--- src/rtl/mcs_defs.vh ---
`ifndef MCS_DEFS_VH
`define MCS_DEFS_VH
// register indices (byte pointer on the serial bus, word index on apb)
`define MCS_REG_STATUS 4'h0
`define MCS_REG_CTRL 4'h1
`define MCS_REG_TRIG 4'h2
`define MCS_REG_HOLE 4'h3
`define MCS_REG_DATA0 4'h4
// control fields
`define MCS_CTRL_RST 8'h00
`define MCS_CTRL_KELVIN 7
`define MCS_CTRL_REPEAT 6
`define MCS_CTRL_TINT_OFF 5
`define MCS_CTRL_VCC_EN 4
`define MCS_PAIR_OFF 2'b00
`define MCS_PAIR_SE 2'b01
`define MCS_PAIR_DIFF 2'b10
`define MCS_PAIR_TEMP 2'b11
// acquisition slots in their fixed order
`define MCS_SLOT_TINT 3'd0
`define MCS_SLOT_V1 3'd1
`define MCS_SLOT_V3 3'd3
`define MCS_SLOT_VCC 3'd5
`define MCS_NSLOT 6
// remote diode conversions per result, last step index
`define MCS_RD_LAST 2'd2
// celsius offset, 273.125 degrees in 1/16 units
`define MCS_KELVIN_OFS 13'h1112
// timing
`define MCS_CONV_TIME_NS 1500000
`define MCS_CLK_PERIOD_NS 25
// serial bus base address, low two bits come from the select pins
`define MCS_I2C_BASE 7'h4c
`endif

--- src/rtl/mcs_conv_timer.v ---
`timescale 1ns/10ps
`default_nettype none
module mcs_conv_timer #(
   parameter CYC = 60000,
   parameter W = 17
) (
   input wire ref_clk_i,
   input wire srst_i,
   input wire start_i,
   output reg done_o
);
   localparam [W-1:0] LAST = CYC[W-1:0] - 1'b1;
   reg [W-1:0] cnt_q;
   reg run_q;

   // a new start restarts the count; sequencer never overlaps them
   always @(posedge ref_clk_i) begin
      if (srst_i) begin
         cnt_q <= {W{1'b0}};
         run_q <= 1'b0;
         done_o <= 1'b0;
      end else begin
         done_o <= 1'b0;
         if (start_i) begin
            cnt_q <= {W{1'b0}};
            run_q <= 1'b1;
         end else if (run_q) begin
            if (cnt_q == LAST) begin
               run_q <= 1'b0;
               done_o <= 1'b1;
            end else begin
               cnt_q <= cnt_q + 1'b1;
            end
         end
      end
   end
endmodule
`default_nettype wire

--- src/rtl/mcs_i2c_slave.v ---
`timescale 1ns/10ps
`default_nettype none
`include "mcs_defs.vh"
module mcs_i2c_slave #(
   parameter [6:0] BASE = `MCS_I2C_BASE
) (
   input wire ref_clk_i,
   input wire srst_i,
   input wire scl_i,
   input wire sda_i,
   input wire address_select_low_i,
   input wire address_select_high_i,
   input wire [7:0] rdata_i,
   output reg sda_oe_n_o,
   output reg wr_o,
   output reg rd_o,
   output reg [7:0] addr_o,
   output reg [7:0] wdata_o
);
   localparam ST_IDLE = 6'b000001;
   localparam ST_ADDR = 6'b000010;
   localparam ST_ACK = 6'b000100;
   localparam ST_RX = 6'b001000;
   localparam ST_TX = 6'b010000;
   localparam ST_MACK = 6'b100000;

   reg [1:0] scl_s, sda_s, adr_s0, adr_s1;
   reg scl_p, sda_p, rw_q, first_q;
   reg [5:0] st_q;
   reg [7:0] sh_q;
   reg [3:0] cnt_q;
   wire scl = scl_s[1];
   wire sda = sda_s[1];
   wire rise = scl & ~scl_p;
   wire fall = ~scl & scl_p;
   wire start = scl & scl_p & sda_p & ~sda;
   wire stop = scl & scl_p & ~sda_p & sda;

   always @(posedge ref_clk_i) begin
      scl_s <= {scl_s[0], scl_i};
      sda_s <= {sda_s[0], sda_i};
      adr_s0 <= {adr_s0[0], address_select_low_i};
      adr_s1 <= {adr_s1[0], address_select_high_i};
      scl_p <= scl;
      sda_p <= sda;
   end

   always @(posedge ref_clk_i) begin
      if (srst_i) begin
         st_q <= ST_IDLE;
         sh_q <= 8'h00;
         cnt_q <= 4'h0;
         rw_q <= 1'b0;
         first_q <= 1'b0;
         sda_oe_n_o <= 1'b1;
         wr_o <= 1'b0;
         rd_o <= 1'b0;
         addr_o <= 8'h00;
         wdata_o <= 8'h00;
      end else begin
         wr_o <= 1'b0;
         rd_o <= 1'b0;
         if (start) begin
            st_q <= ST_ADDR;
            cnt_q <= 4'h0;
            first_q <= 1'b1;
            sda_oe_n_o <= 1'b1;
         end else if (stop) begin
            st_q <= ST_IDLE;
            sda_oe_n_o <= 1'b1;
         end else begin
            case (st_q)
               ST_IDLE: begin
                  sda_oe_n_o <= 1'b1;
               end
               ST_ADDR: begin
                  if (rise) begin
                     sh_q <= {sh_q[6:0], sda};
                     cnt_q <= cnt_q + 4'h1;
                  end else if (fall && cnt_q == 4'h8) begin
                     cnt_q <= 4'h0;
                     if (sh_q[7:1] == {BASE[6:2], adr_s1[1], adr_s0[1]}) begin
                        rw_q <= sh_q[0];
                        sda_oe_n_o <= 1'b0;
                        st_q <= ST_ACK;
                     end else begin
                        st_q <= ST_IDLE;
                     end
                  end
               end
               ST_ACK: begin
                  if (fall) begin
                     cnt_q <= 4'h0;
                     if (rw_q) begin
                        // byte fetched at the pointer, pointer advances
                        sh_q <= {rdata_i[6:0], 1'b1};
                        sda_oe_n_o <= rdata_i[7];
                        rd_o <= 1'b1;
                        st_q <= ST_TX;
                     end else begin
                        sda_oe_n_o <= 1'b1;
                        st_q <= ST_RX;
                     end
                  end
               end
               ST_RX: begin
                  if (rise) begin
                     sh_q <= {sh_q[6:0], sda};
                     cnt_q <= cnt_q + 4'h1;
                  end else if (fall && cnt_q == 4'h8) begin
                     cnt_q <= 4'h0;
                     first_q <= 1'b0;
                     if (first_q) begin
                        addr_o <= sh_q;
                     end else begin
                        wr_o <= 1'b1;
                        wdata_o <= sh_q;
                     end
                     sda_oe_n_o <= 1'b0;
                     st_q <= ST_ACK;
                  end
               end
               ST_TX: begin
                  if (rise) begin
                     cnt_q <= cnt_q + 4'h1;
                  end else if (fall) begin
                     if (cnt_q == 4'h8) begin
                        sda_oe_n_o <= 1'b1;
                        st_q <= ST_MACK;
                     end else begin
                        sda_oe_n_o <= sh_q[7];
                        sh_q <= {sh_q[6:0], 1'b1};
                     end
                  end
               end
               ST_MACK: begin
                  // master nack ends the read, ack fetches the next byte
                  if (rise) begin
                     st_q <= sda ? ST_IDLE : ST_ACK;
                  end
               end
               default: begin
                  st_q <= ST_IDLE;
               end
            endcase
            if (rd_o) begin
               addr_o <= addr_o + 8'h01;
            end
            if (wr_o) begin
               addr_o <= addr_o + 8'h01;
            end
         end
      end
   end
endmodule
`default_nettype wire

--- src/rtl/mcs_monitor_sequencer.v ---
// Overview of operation
// - enabled acquisitions run die temp, inputs one to four, then supply
// - control mode field picks acquisitions and steers the input mux
// - serial slave answers one of four addresses set by two pins
// - supply low holds reset and serial traffic is ignored
// - low supply or power-on reset zeroes data and control registers
// - normal operation starts only once supply rises above threshold
// - serial bus works at standard and fast rates, master stays within
// - trigger register write starts one pass or repeated passes
// - data registers carry a fresh flag, set on update, cleared on read
// - remote temperature biases input one or three of the chosen pair
// - remote diode result combines several conversions at stepped currents
// - current and remote temperature use pairs differentially
// - each conversion takes the nominal 1.5 ms
// - temperature is 13 bits, 9 integer and 4 fraction
// - voltages stored directly, temperatures computed first
// - control bit 7 selects kelvin or celsius for all temperatures
// - repeated mode keeps refreshing results after one trigger
// - status bit set per new result, cleared when its data is addressed
// - default control measures only die temperature on trigger
//
// Our own choices: the register addresses and the APB interface to the registers.
`timescale 1ns/10ps
`default_nettype none
`include "mcs_defs.vh"
module mcs_monitor_sequencer #(
   parameter CONV_CYC = `MCS_CONV_TIME_NS / `MCS_CLK_PERIOD_NS,
   parameter [6:0] I2C_BASE = `MCS_I2C_BASE
) (
   input wire ref_clk_i,
   input wire srst_i,
   input wire supply_low_detect_i,
   input wire [7:0] paddr_i,
   input wire psel_i,
   input wire penable_i,
   input wire pwrite_i,
   input wire [31:0] pwdata_i,
   output reg [31:0] prdata_o,
   output reg pready_o,
   output reg pslverr_o,
   input wire scl_i,
   input wire sda_i,
   output wire sda_oe_n_o,
   input wire address_select_low_i,
   input wire address_select_high_i,
   input wire [13:0] adc_data_i,
   output reg adc_start_o,
   output reg [2:0] mux_sel_o,
   output reg mux_diff_o,
   output reg [1:0] bias_en_o,
   output reg [1:0] bias_level_o,
   output reg busy_o
);
   localparam SQ_IDLE = 3'b001;
   localparam SQ_NEXT = 3'b010;
   localparam SQ_CONV = 3'b100;
   localparam N = `MCS_NSLOT;

   reg [1:0] uv_s;
   reg [7:0] ctrl_q;
   reg [13:0] res_q [0:N-1];
   reg [N-1:0] fresh_q, tflag_q;
   reg [2:0] sq_q, slot_q;
   reg [1:0] step_q;
   reg [13:0] acc_q;
   wire conv_done;
   wire i2c_wr, i2c_rd;
   wire [7:0] i2c_addr, i2c_wdata;

   always @(posedge ref_clk_i) begin
      if (srst_i) begin
         uv_s <= 2'b00;
      end else begin
         uv_s <= {uv_s[0], supply_low_detect_i};
      end
   end
   // released only once supply is good
   wire rst = srst_i | uv_s[1];

   function [2:0] slot_of;
      input [3:0] a;
      begin
         slot_of = a[3:1] - 3'd2;
      end
   endfunction

   function [1:0] pair_of;
      input [2:0] s;
      input [7:0] c;
      begin
         pair_of = (s >= `MCS_SLOT_V3) ? c[3:2] : c[1:0];
      end
   endfunction

   function slot_en;
      input [2:0] s;
      input [7:0] c;
      begin
         case (s)
            3'd0: slot_en = ~c[`MCS_CTRL_TINT_OFF];
            3'd1, 3'd3: slot_en = pair_of(s, c) != `MCS_PAIR_OFF;
            3'd2, 3'd4: slot_en = pair_of(s, c) == `MCS_PAIR_SE;
            3'd5: slot_en = c[`MCS_CTRL_VCC_EN];
            default: slot_en = 1'b0;
         endcase
      end
   endfunction

   function [7:0] reg_rd;
      input [3:0] a;
      reg [2:0] s;
      begin
         s = slot_of(a);
         if (a == `MCS_REG_STATUS) begin
            reg_rd = {1'b0, fresh_q, busy_o};
         end else if (a == `MCS_REG_CTRL) begin
            reg_rd = ctrl_q;
         end else if (a < `MCS_REG_DATA0) begin
            reg_rd = 8'h00;
         end else if (a[0]) begin
            reg_rd = res_q[s][7:0];
         end else if (tflag_q[s]) begin
            reg_rd = {fresh_q[s], 2'b00, res_q[s][12:8]};
         end else begin
            reg_rd = {fresh_q[s], 1'b0, res_q[s][13:8]};
         end
      end
   endfunction

   // apb slave, zero wait states
   wire apb_setup = psel_i & ~penable_i;
   wire apb_done = psel_i & penable_i & pready_o;
   wire [3:0] apb_idx = paddr_i[5:2];
   wire apb_bad = (|paddr_i[7:6]) | (|paddr_i[1:0]) | (apb_idx == `MCS_REG_HOLE);
   wire apb_ok = apb_done & ~apb_bad;
   wire i2c_in = i2c_addr[7:4] == 4'h0;
   wire [7:0] i2c_rdata = i2c_in ? reg_rd(i2c_addr[3:0]) : 8'h00;

   always @(posedge ref_clk_i) begin
      if (srst_i) begin
         pready_o <= 1'b0;
         pslverr_o <= 1'b0;
         prdata_o <= 32'h00000000;
      end else begin
         pready_o <= apb_setup;
         pslverr_o <= apb_setup & apb_bad;
         if (apb_setup) begin
            prdata_o <= apb_bad ? 32'h00000000 : {24'h000000, reg_rd(apb_idx)};
         end
      end
   end

   // apb write wins a collision with a serial write
   wire apb_wr = apb_ok & pwrite_i;
   wire wr_en = apb_wr | (i2c_wr & i2c_in);
   wire [3:0] wr_idx = apb_wr ? apb_idx : i2c_addr[3:0];
   wire [7:0] wr_dat = apb_wr ? pwdata_i[7:0] : i2c_wdata;
   wire trig = wr_en & (wr_idx == `MCS_REG_TRIG);
   wire apb_rd = apb_ok & ~pwrite_i & (apb_idx >= `MCS_REG_DATA0);
   wire ser_rd = i2c_rd & i2c_in & (i2c_addr[3:0] >= `MCS_REG_DATA0);

   // sequencer decode of the current slot
   wire [1:0] pair = pair_of(slot_q, ctrl_q);
   wire pslot = (slot_q == `MCS_SLOT_V1) | (slot_q == `MCS_SLOT_V3);
   wire rem = pslot & (pair == `MCS_PAIR_TEMP);
   wire diff = pslot & (pair != `MCS_PAIR_SE);
   wire tslot = (slot_q == `MCS_SLOT_TINT) | rem;
   wire store = (sq_q == SQ_CONV) & conv_done & ~(rem & (step_q != `MCS_RD_LAST));
   // kelvin from three stepped-current samples, 2*s1 - s0 - s2
   wire [12:0] kel = rem ? (acc_q[12:0] - adc_data_i[12:0]) : adc_data_i[12:0];
   wire [12:0] tval = ctrl_q[`MCS_CTRL_KELVIN] ? kel : kel - `MCS_KELVIN_OFS;
   wire [13:0] rval = tslot ? {1'b0, tval} : adc_data_i;
   wire last = slot_q == `MCS_SLOT_VCC;

   // fresh flags, set wins over read clear
   genvar g;
   generate
      for (g = 0; g < N; g = g + 1) begin : g_fresh
         wire set = store & (slot_q == g);
         wire clr = (apb_rd & (slot_of(apb_idx) == g)) |
            (ser_rd & (slot_of(i2c_addr[3:0]) == g));
         always @(posedge ref_clk_i) begin
            if (rst) begin
               fresh_q[g] <= 1'b0;
               tflag_q[g] <= 1'b0;
               res_q[g] <= 14'h0000;
            end else begin
               fresh_q[g] <= set | (fresh_q[g] & ~clr);
               if (set) begin
                  tflag_q[g] <= tslot;
                  res_q[g] <= rval;
               end
            end
         end
      end
   endgenerate

   always @(posedge ref_clk_i) begin
      // zero control means die temperature only
      if (rst) begin
         ctrl_q <= `MCS_CTRL_RST;
      end else if (wr_en && wr_idx == `MCS_REG_CTRL) begin
         ctrl_q <= wr_dat;
      end
   end

   always @(posedge ref_clk_i) begin
      if (rst) begin
         sq_q <= SQ_IDLE;
         slot_q <= 3'd0;
         step_q <= 2'd0;
         acc_q <= 14'h0000;
         busy_o <= 1'b0;
         adc_start_o <= 1'b0;
         mux_sel_o <= 3'd0;
         mux_diff_o <= 1'b0;
         bias_en_o <= 2'b00;
         bias_level_o <= 2'b00;
      end else begin
         adc_start_o <= 1'b0;
         case (sq_q)
            SQ_IDLE: begin
               // triggers while a pass runs are dropped
               if (trig) begin
                  busy_o <= 1'b1;
                  slot_q <= 3'd0;
                  sq_q <= SQ_NEXT;
               end
            end
            SQ_NEXT: begin
               if (slot_en(slot_q, ctrl_q)) begin
                  adc_start_o <= 1'b1;
                  mux_sel_o <= slot_q;
                  mux_diff_o <= diff;
                  // bias on the positive input of the pair
                  bias_en_o <= rem ? ((slot_q == `MCS_SLOT_V1) ? 2'b01 : 2'b10) : 2'b00;
                  bias_level_o <= 2'b00;
                  step_q <= 2'd0;
                  acc_q <= 14'h0000;
                  sq_q <= SQ_CONV;
               end else if (!last) begin
                  slot_q <= slot_q + 3'd1;
               // keep going without a new trigger
               end else if (ctrl_q[`MCS_CTRL_REPEAT]) begin
                  slot_q <= 3'd0;
               end else begin
                  busy_o <= 1'b0;
                  sq_q <= SQ_IDLE;
               end
            end
            SQ_CONV: begin
               // wait out the nominal conversion time
               if (conv_done) begin
                  if (rem && step_q != `MCS_RD_LAST) begin
                     acc_q <= (step_q == 2'd0) ? (14'h0000 - adc_data_i) :
                        (acc_q + {adc_data_i[12:0], 1'b0});
                     step_q <= step_q + 2'd1;
                     bias_level_o <= step_q + 2'd1;
                     adc_start_o <= 1'b1;
                  end else begin
                     bias_en_o <= 2'b00;
                     mux_diff_o <= 1'b0;
                     sq_q <= SQ_NEXT;
                     if (!last) begin
                        slot_q <= slot_q + 3'd1;
                     end else if (ctrl_q[`MCS_CTRL_REPEAT]) begin
                        slot_q <= 3'd0;
                     end else begin
                        busy_o <= 1'b0;
                        sq_q <= SQ_IDLE;
                     end
                  end
               end
            end
            default: begin
               sq_q <= SQ_IDLE;
            end
         endcase
      end
   end

   mcs_conv_timer #(
      .CYC(CONV_CYC),
      .W(20)
   ) u_timer (
      .ref_clk_i(ref_clk_i),
      .srst_i(rst),
      .start_i(adc_start_o),
      .done_o(conv_done)
   );

   // oversampled at 40 MHz, fine up to fast-mode rate
   // slave held in reset while supply is low
   mcs_i2c_slave #(
      .BASE(I2C_BASE)
   ) u_i2c (
      .ref_clk_i(ref_clk_i),
      .srst_i(rst),
      .scl_i(scl_i),
      .sda_i(sda_i),
      .address_select_low_i(address_select_low_i),
      .address_select_high_i(address_select_high_i),
      .rdata_i(i2c_rdata),
      .sda_oe_n_o(sda_oe_n_o),
      .wr_o(i2c_wr),
      .rd_o(i2c_rd),
      .addr_o(i2c_addr),
      .wdata_o(i2c_wdata)
   );
endmodule
`default_nettype wire

--- config.mk ---
export PLATFORM = sky130hd
export DESIGN_NAME = mcs_monitor_sequencer
export DESIGN_NICKNAME = d
export VERILOG_FILES = /design/src/rtl/mcs_conv_timer.v /design/src/rtl/mcs_i2c_slave.v /design/src/rtl/mcs_monitor_sequencer.v
export VERILOG_INCLUDE_DIRS = /design/src /design/src/rtl
export SDC_FILE = /design/constraint.sdc
export NUM_CORES = 1
export LEC_CHECK = 0
export BUFFER_PORTS_ARGS = -buffer_cell sky130_fd_sc_hd__buf_2
export CAP_MARGIN = 0
export CORE_ASPECT_RATIO = 1.4
export CORE_MARGIN = 2
export CORE_UTILIZATION = 51
export DETAILED_ROUTE_END_ITERATION = 10
export PLACE_DENSITY = 0.67
export SKIP_LAST_GASP = 1
export SYNTH_ARGS = -nofsm -noshare
export SYNTH_HDL_FRONTEND = slang
export SYNTH_SLANG_ARGS = --single-unit
--- constraint.sdc ---
create_clock -name ref_clk_i -period 5.67 [get_ports ref_clk_i]
set_clock_uncertainty 0.05 [all_clocks]
set_input_delay 0.567 -clock ref_clk_i [delete_from_list [all_inputs] [get_ports ref_clk_i]]
set_output_delay 0.567 -clock ref_clk_i [all_outputs]
set_load 0.005 [all_outputs]
== Yosys cells after proc, flatten, opt, wreduce, memory -nomap -nowiden ==
Memories as Yosys holds them, arrays and structs flattened.
Index checks and enable logic that the tools add are counted.

* $lt $le $gt $ge: 7
* $add $sub $neg: 11
* Multiplexer cells: 154
* Bitwise logic cells: 98
* Reductions and logical operators: 46
* Equal/unequal tests: 72

{| class="wikitable"
|+ Operators with widths
! operator !! number
|-
| $mux 8 || 23
|-
| $mux 14 || 11
|-
| $mux 6 || 11
|-
| $mux 1 || 57
|-
| $and 1x1->1 || 48
|-
| $mux 3 || 14
|-
| $pmux 6 s6 || 1
|-
| $ne 2x1->1 const B || 14
|-
| $pmux 14 s2 || 1
|-
| $mux 13 || 2
|-
| $mux 2 || 13
|-
| $not 1->1 || 26
|-
| $ne 4x1->1 const B || 6
|-
| $or 1x1->1 || 24
|-
| $pmux 8 s3 || 1
|-
| $eq 3x2->1 const B || 7
|-
| $eq 3x3->1 const B || 7
|-
| $add 20x1->20 const B || 1
|-
| $eq 20x16->1 const B || 1
|-
| $mux 4 || 5
|-
| $ne 2x2->1 const B || 10
|-
| $reduce_and 10->1 || 2
|-
| $pmux 3 s3 || 2
|-
| $reduce_and 6->1 || 3
|-
| other kinds (52) || 98
|}

* Register bits: 157
* Memories kept: 1
* Logic and storage cells: 435
* Bits in writable memories: 84

{| class="wikitable"
|+ Memories
! memory !! words !! bits a word !! read ports !! clocked after Yosys merged registers in !! write ports !! line !! source
|-
| res_q || 6 || 14 || 2 || 0 || 6 || mcs_monitor_sequencer.v:61 || <nowiki>reg [13:0] res_q [0:N-1];</nowiki>
|}

== Longest topological paths before layout ==
* Depth in word-level cells: 12
* Depth in mapped cells: 17

== Cells and area by module ==
A second synthesis with hierarchy kept.

* Cells, all modules: 1529
* Area, all modules: 13494.2 um2

{| class="wikitable"
|+ By module, submodules not included
! module !! area each (um2) !! cells each !! sequential area each (um2) !! times used
|-
| mcs_monitor_sequencer || 9959.6 || 1114 || 3743.6 || 1
|-
| mcs_i2c_slave || 2473.6 || 290 || 980.9 || 1
|-
| mcs_conv_timer || 1061.0 || 125 || 440.4 || 1
|}

== Worst setup path before layout ==
No wires, ideal clock.

* Path kind: register to register
* From: register slot_q[2]
* To: memory res_q[1][11], data pin
* Data arrival time: 3712 ps
* Path slack: 1633 ps
* Cell stages (with the launch flop): 17
* Buffers on the path: 3
* Library setup time: 275 ps
* Path through: dfxtp_1 -> clkbuf_1 -> inv_1 -> ha_1 -> a211oi_2 -> mux2_4 -> or2_4 -> buf_6 -> clkbuf_1 -> a21oi_1 -> ha_1 -> o311ai_1 -> a21o_1 -> o22ai_1 -> nand2_1 -> xnor2_1 -> a211oi_1

{| class="wikitable"
|+ RTL lines
! element !! line !! source
|-
| start: declaration || mcs_monitor_sequencer.v:63 || <nowiki>reg [2:0] sq_q, slot_q;</nowiki>
|-
| start signal: assignment || mcs_monitor_sequencer.v:242 || <nowiki>slot_q <= slot_q + 3'd1;</nowiki>
|-
| start signal: assignment || mcs_monitor_sequencer.v:265 || <nowiki>slot_q <= slot_q + 3'd1;</nowiki>
|-
| end: declaration || mcs_monitor_sequencer.v:61 ||
|}

==> impl_results.md <==
* RSZ-0062 raised after global routing: no
* Setup Crit Path Kind: flip-flop to flip-flop
* Dpl cells at 1774
* Clk pin slew, worst setup/hold paths at 0.06 ns
* Yosys top cell area share at 20.4%
* Fin Setup TNS at 0 ns
* Antenna cells at 0
* Synth Warn # at 0
* WHS Path Cells at 1
* H-Tree Depth at 1
* Max cap viols at 0
* Number of I/O pins at about 110
* Nets@finish at 1583
* Routed via count at 10800
* Ys flop type: dfxtp_1
* Initial antenna violation count at 0
* WHS at 0.103 ns
* First-pass GRT wire length at 54400 um
* Root Driver: clkbuf_16
* Post-Route WL at approximately 34000 um
* Later-pin clock latency in the skew report at 0.52 ns
* CTS tree: built
* Register Area at between 5000 and 6000 um2
* Initial drt markers at roughly 740
* Final max-slew violation count at 0
* Syn avg cell area at ~8.9 um2
* Worst EP required at 5.85 ns
* Drt drc at 0
* Cts repair resizes at 0
* Count leader, synth: nor2_1
* Ys async rst share at 0%
* List of most frequent post-synthesis cells: nor2_1, nand2_1, dfxtp_1
* Leading post-synthesis cells by cell area: dfxtp_1, edfxtp_1, nor2_1
* Largest net degree at the start of global routing at 66
* Multi-input logic area at between 7000 and 8000 um2
* Fin crit period at approximately 4.4 ns
* Layout cells sized above 1 at 11.6%
* Hold-fix buffers at CTS at 0
* R2R depth at 13
* Fmax at 0.227 GHz
* Post-synth EDFFs at 84
* Final Hold Vio Count at 0
* Layout fillers at 2333
* Startpoint Class: flip-flop
* Core area at 25200 um2
* Port bufs at 60
* Outcome: completed
* # rows at 69
* First-pass iteration count of the detailed router at 6
* CTS buffer count at 23
* CP max stage cell: dfxtp_1
* CP most frequent cell: ha_1
* Yosys top cell by area: dfxtp_1
* Arr. time, crit path at 4.59 ns
* Cell variety after synth at 80
* Tot Pwr at approximately 3400 uW
* Area of the mapped netlist at 13000 um2
* Rel. slew slack at 26.9%
* Leakage power at 0.00539 uW
* Peak VDD IR at 244 uV
* Die H at 193 um
* Non-filler instance count after layout at 1814
* Synth Register Bits at around 220
* Critical Path End Type: flip-flop
* WL/cell at 19.0 um
* Final setup fails at 0
* Crit-path cells: inv_1 > ha_1 > a211oi_2 > mux2_4 > or2_4 > a21oi_1 > ha_1 > o311ai_1 > a21o_1 > o22ai_1 > nand2_1 > xnor2_1 > a211oi_1
* Pwr/cell area at ~240 nW/um2
* Die X at 139 um
* Gate count after technology mapping at 1454
* Post-DP HPWL at ~25000 um
* Initial Util at 51.5%
* CTS Buffer Depth at 3
* Clock sink count at 216
* Slew @ Worst Pin at 1.10 ns
* Gp weighted congestion at 0.914
* Min-delay worst type: input port to flip-flop
* GR Overflow Total at 0
* Seq/Total Area, Yosys at 39.8%
* CP max FO at 22
* Area grow syn2layout at 9.20%
* Vias/cell at between 5 and 6
* Antenna viol nets, final at 0
* Final worst-path cycle share at 77.7%
* Vias in the first global route at 10500
* # Post-CTS Setup Buffers at 0
* Die area at roughly 27000 um2
* Gr usage total at between 20% and 30%
* Slowest stage delay, CP at 0.56 ns
==> worst paths after layout <==
check	startpoint	endpoint	slack [ns]
setup reg to reg	slot_q[2]$_SDFFE_PP0P_	res_q[4][11]$_SDFFCE_PN0P_	1.26
hold / removal	scl_i	u_i2c.scl_s[0]$_DFF_P_	0.10
hold reg to reg	u_i2c.sda_s[0]$_DFF_P_	u_i2c.sda_s[1]$_DFF_P_	0.27
setup / recovery	slot_q[2]$_SDFFE_PP0P_	res_q[4][11]$_SDFFCE_PN0P_	1.26
==> where the power goes <==
part / internal (uW) / switching (uW)
Clock: 901 / 626
Sequential: 1640 / 13.8
Combinational: 95.5 / 171
Total: 2630 / 811
==> state kept, by name, summed over array words and instances (netlist names), 2 cells and up <==
| signal | cells |
|---|---|
| acc_q | 13 |
| bias_en_o | 2 |
| ctrl_q | 8 |
| fresh_q | 6 |
| mux_sel_o | 3 |
| prdata_o | 8 |
| res_q | 84 |
| slot_q | 3 |
| sq_q | 3 |
| step_q | 2 |
| tflag_q | 6 |
| u_i2c.addr_o | 8 |
| u_i2c.adr_s0 | 2 |
| u_i2c.adr_s1 | 2 |
| u_i2c.cnt_q | 4 |
| u_i2c.scl_s | 2 |
| u_i2c.sda_s | 2 |
| u_i2c.sh_q | 8 |
| u_i2c.st_q | 6 |
| u_i2c.wdata_o | 8 |
| u_timer.cnt_q | 20 |
| uv_s | 2 |
==> metal layers <==
metal,vias up,track usage [%],part of all wire [%]
li1,5300,-,-
met1,5139,28.2,38
met2,305,48.2,53
met3,81,2.75,4.8
met4,0,11.9,4.5
met5,-,0,0
==> cell families after synthesis <==
| group | share of synthesized area, % |
|---|---|
| simple gates | 21.0 |
| compound gates | 15.3 |
| flops | 39.8 |
| buf+inv | 4.68 |
| mux | 11.1 |
| xor+xnor | 4.19 |
| fa+ha+maj | 3.87 |
| other cells | 0.0289 |
==> per-stage QoR <==
stage | util [%] | area (um2) | worst slack, ns
after floorplan | - | 13100 | 1.63
after global placement | 53.3 | 13400 | 1.43
after detailed placement | 53.3 | 13400 | 1.33
after CTS | 56.2 | 14200 | 1.33
after global routing | 56.2 | 14200 | 0.972
final | 56.2 | 14200 | 1.26
==> critical path: cells and delay by family (launching register included) <==
kind	cells	cell delay, ns
xor+xnor	1	0.43
fa+ha+maj	2	0.54
mux	1	0.42
buf+inv	1	0.11
simple gates	2	0.48
flops	1	0.56
compound gates	6	1.51
==> cell type report <==
cell class	instances	share of cell area [%]
Clock buffer	32	4.66
Clock inverter	8	0.662
Inverter	40	1.06
Multi-Input combinational cell	1128	51.7
Sequential cell	216	36.4
Tap cell	319	2.82
Timing Repair Buffer	71	2.70
==> cells in the final DEF, fill, tap and decap left out, types with 11 or more instances in the layout <==
cell type,Yosys,routed
nand3_1,35,35
o21ai_0,70,67
xor2_1,24,24
dfxtp_1,132,131
buf_2,6,60
nand2_1,141,141
nor3_1,42,42
mux2_2,12,12
nor2b_1,15,15
nor3b_1,11,11
ha_1,37,37
o211ai_1,24,24
a21oi_1,114,114
clkbuf_16,0,24
conb_1,1,25
buf_4,24,11
or3_1,14,14
nor2_1,235,235
mux4_2,34,34
nand4_1,13,13
nand2b_1,15,15
mux2i_1,50,50
a211oi_1,24,24
and3_1,13,13
inv_1,40,40
edfxtp_1,84,84
xnor2_1,33,33
(Power assumes the default switching activity.)
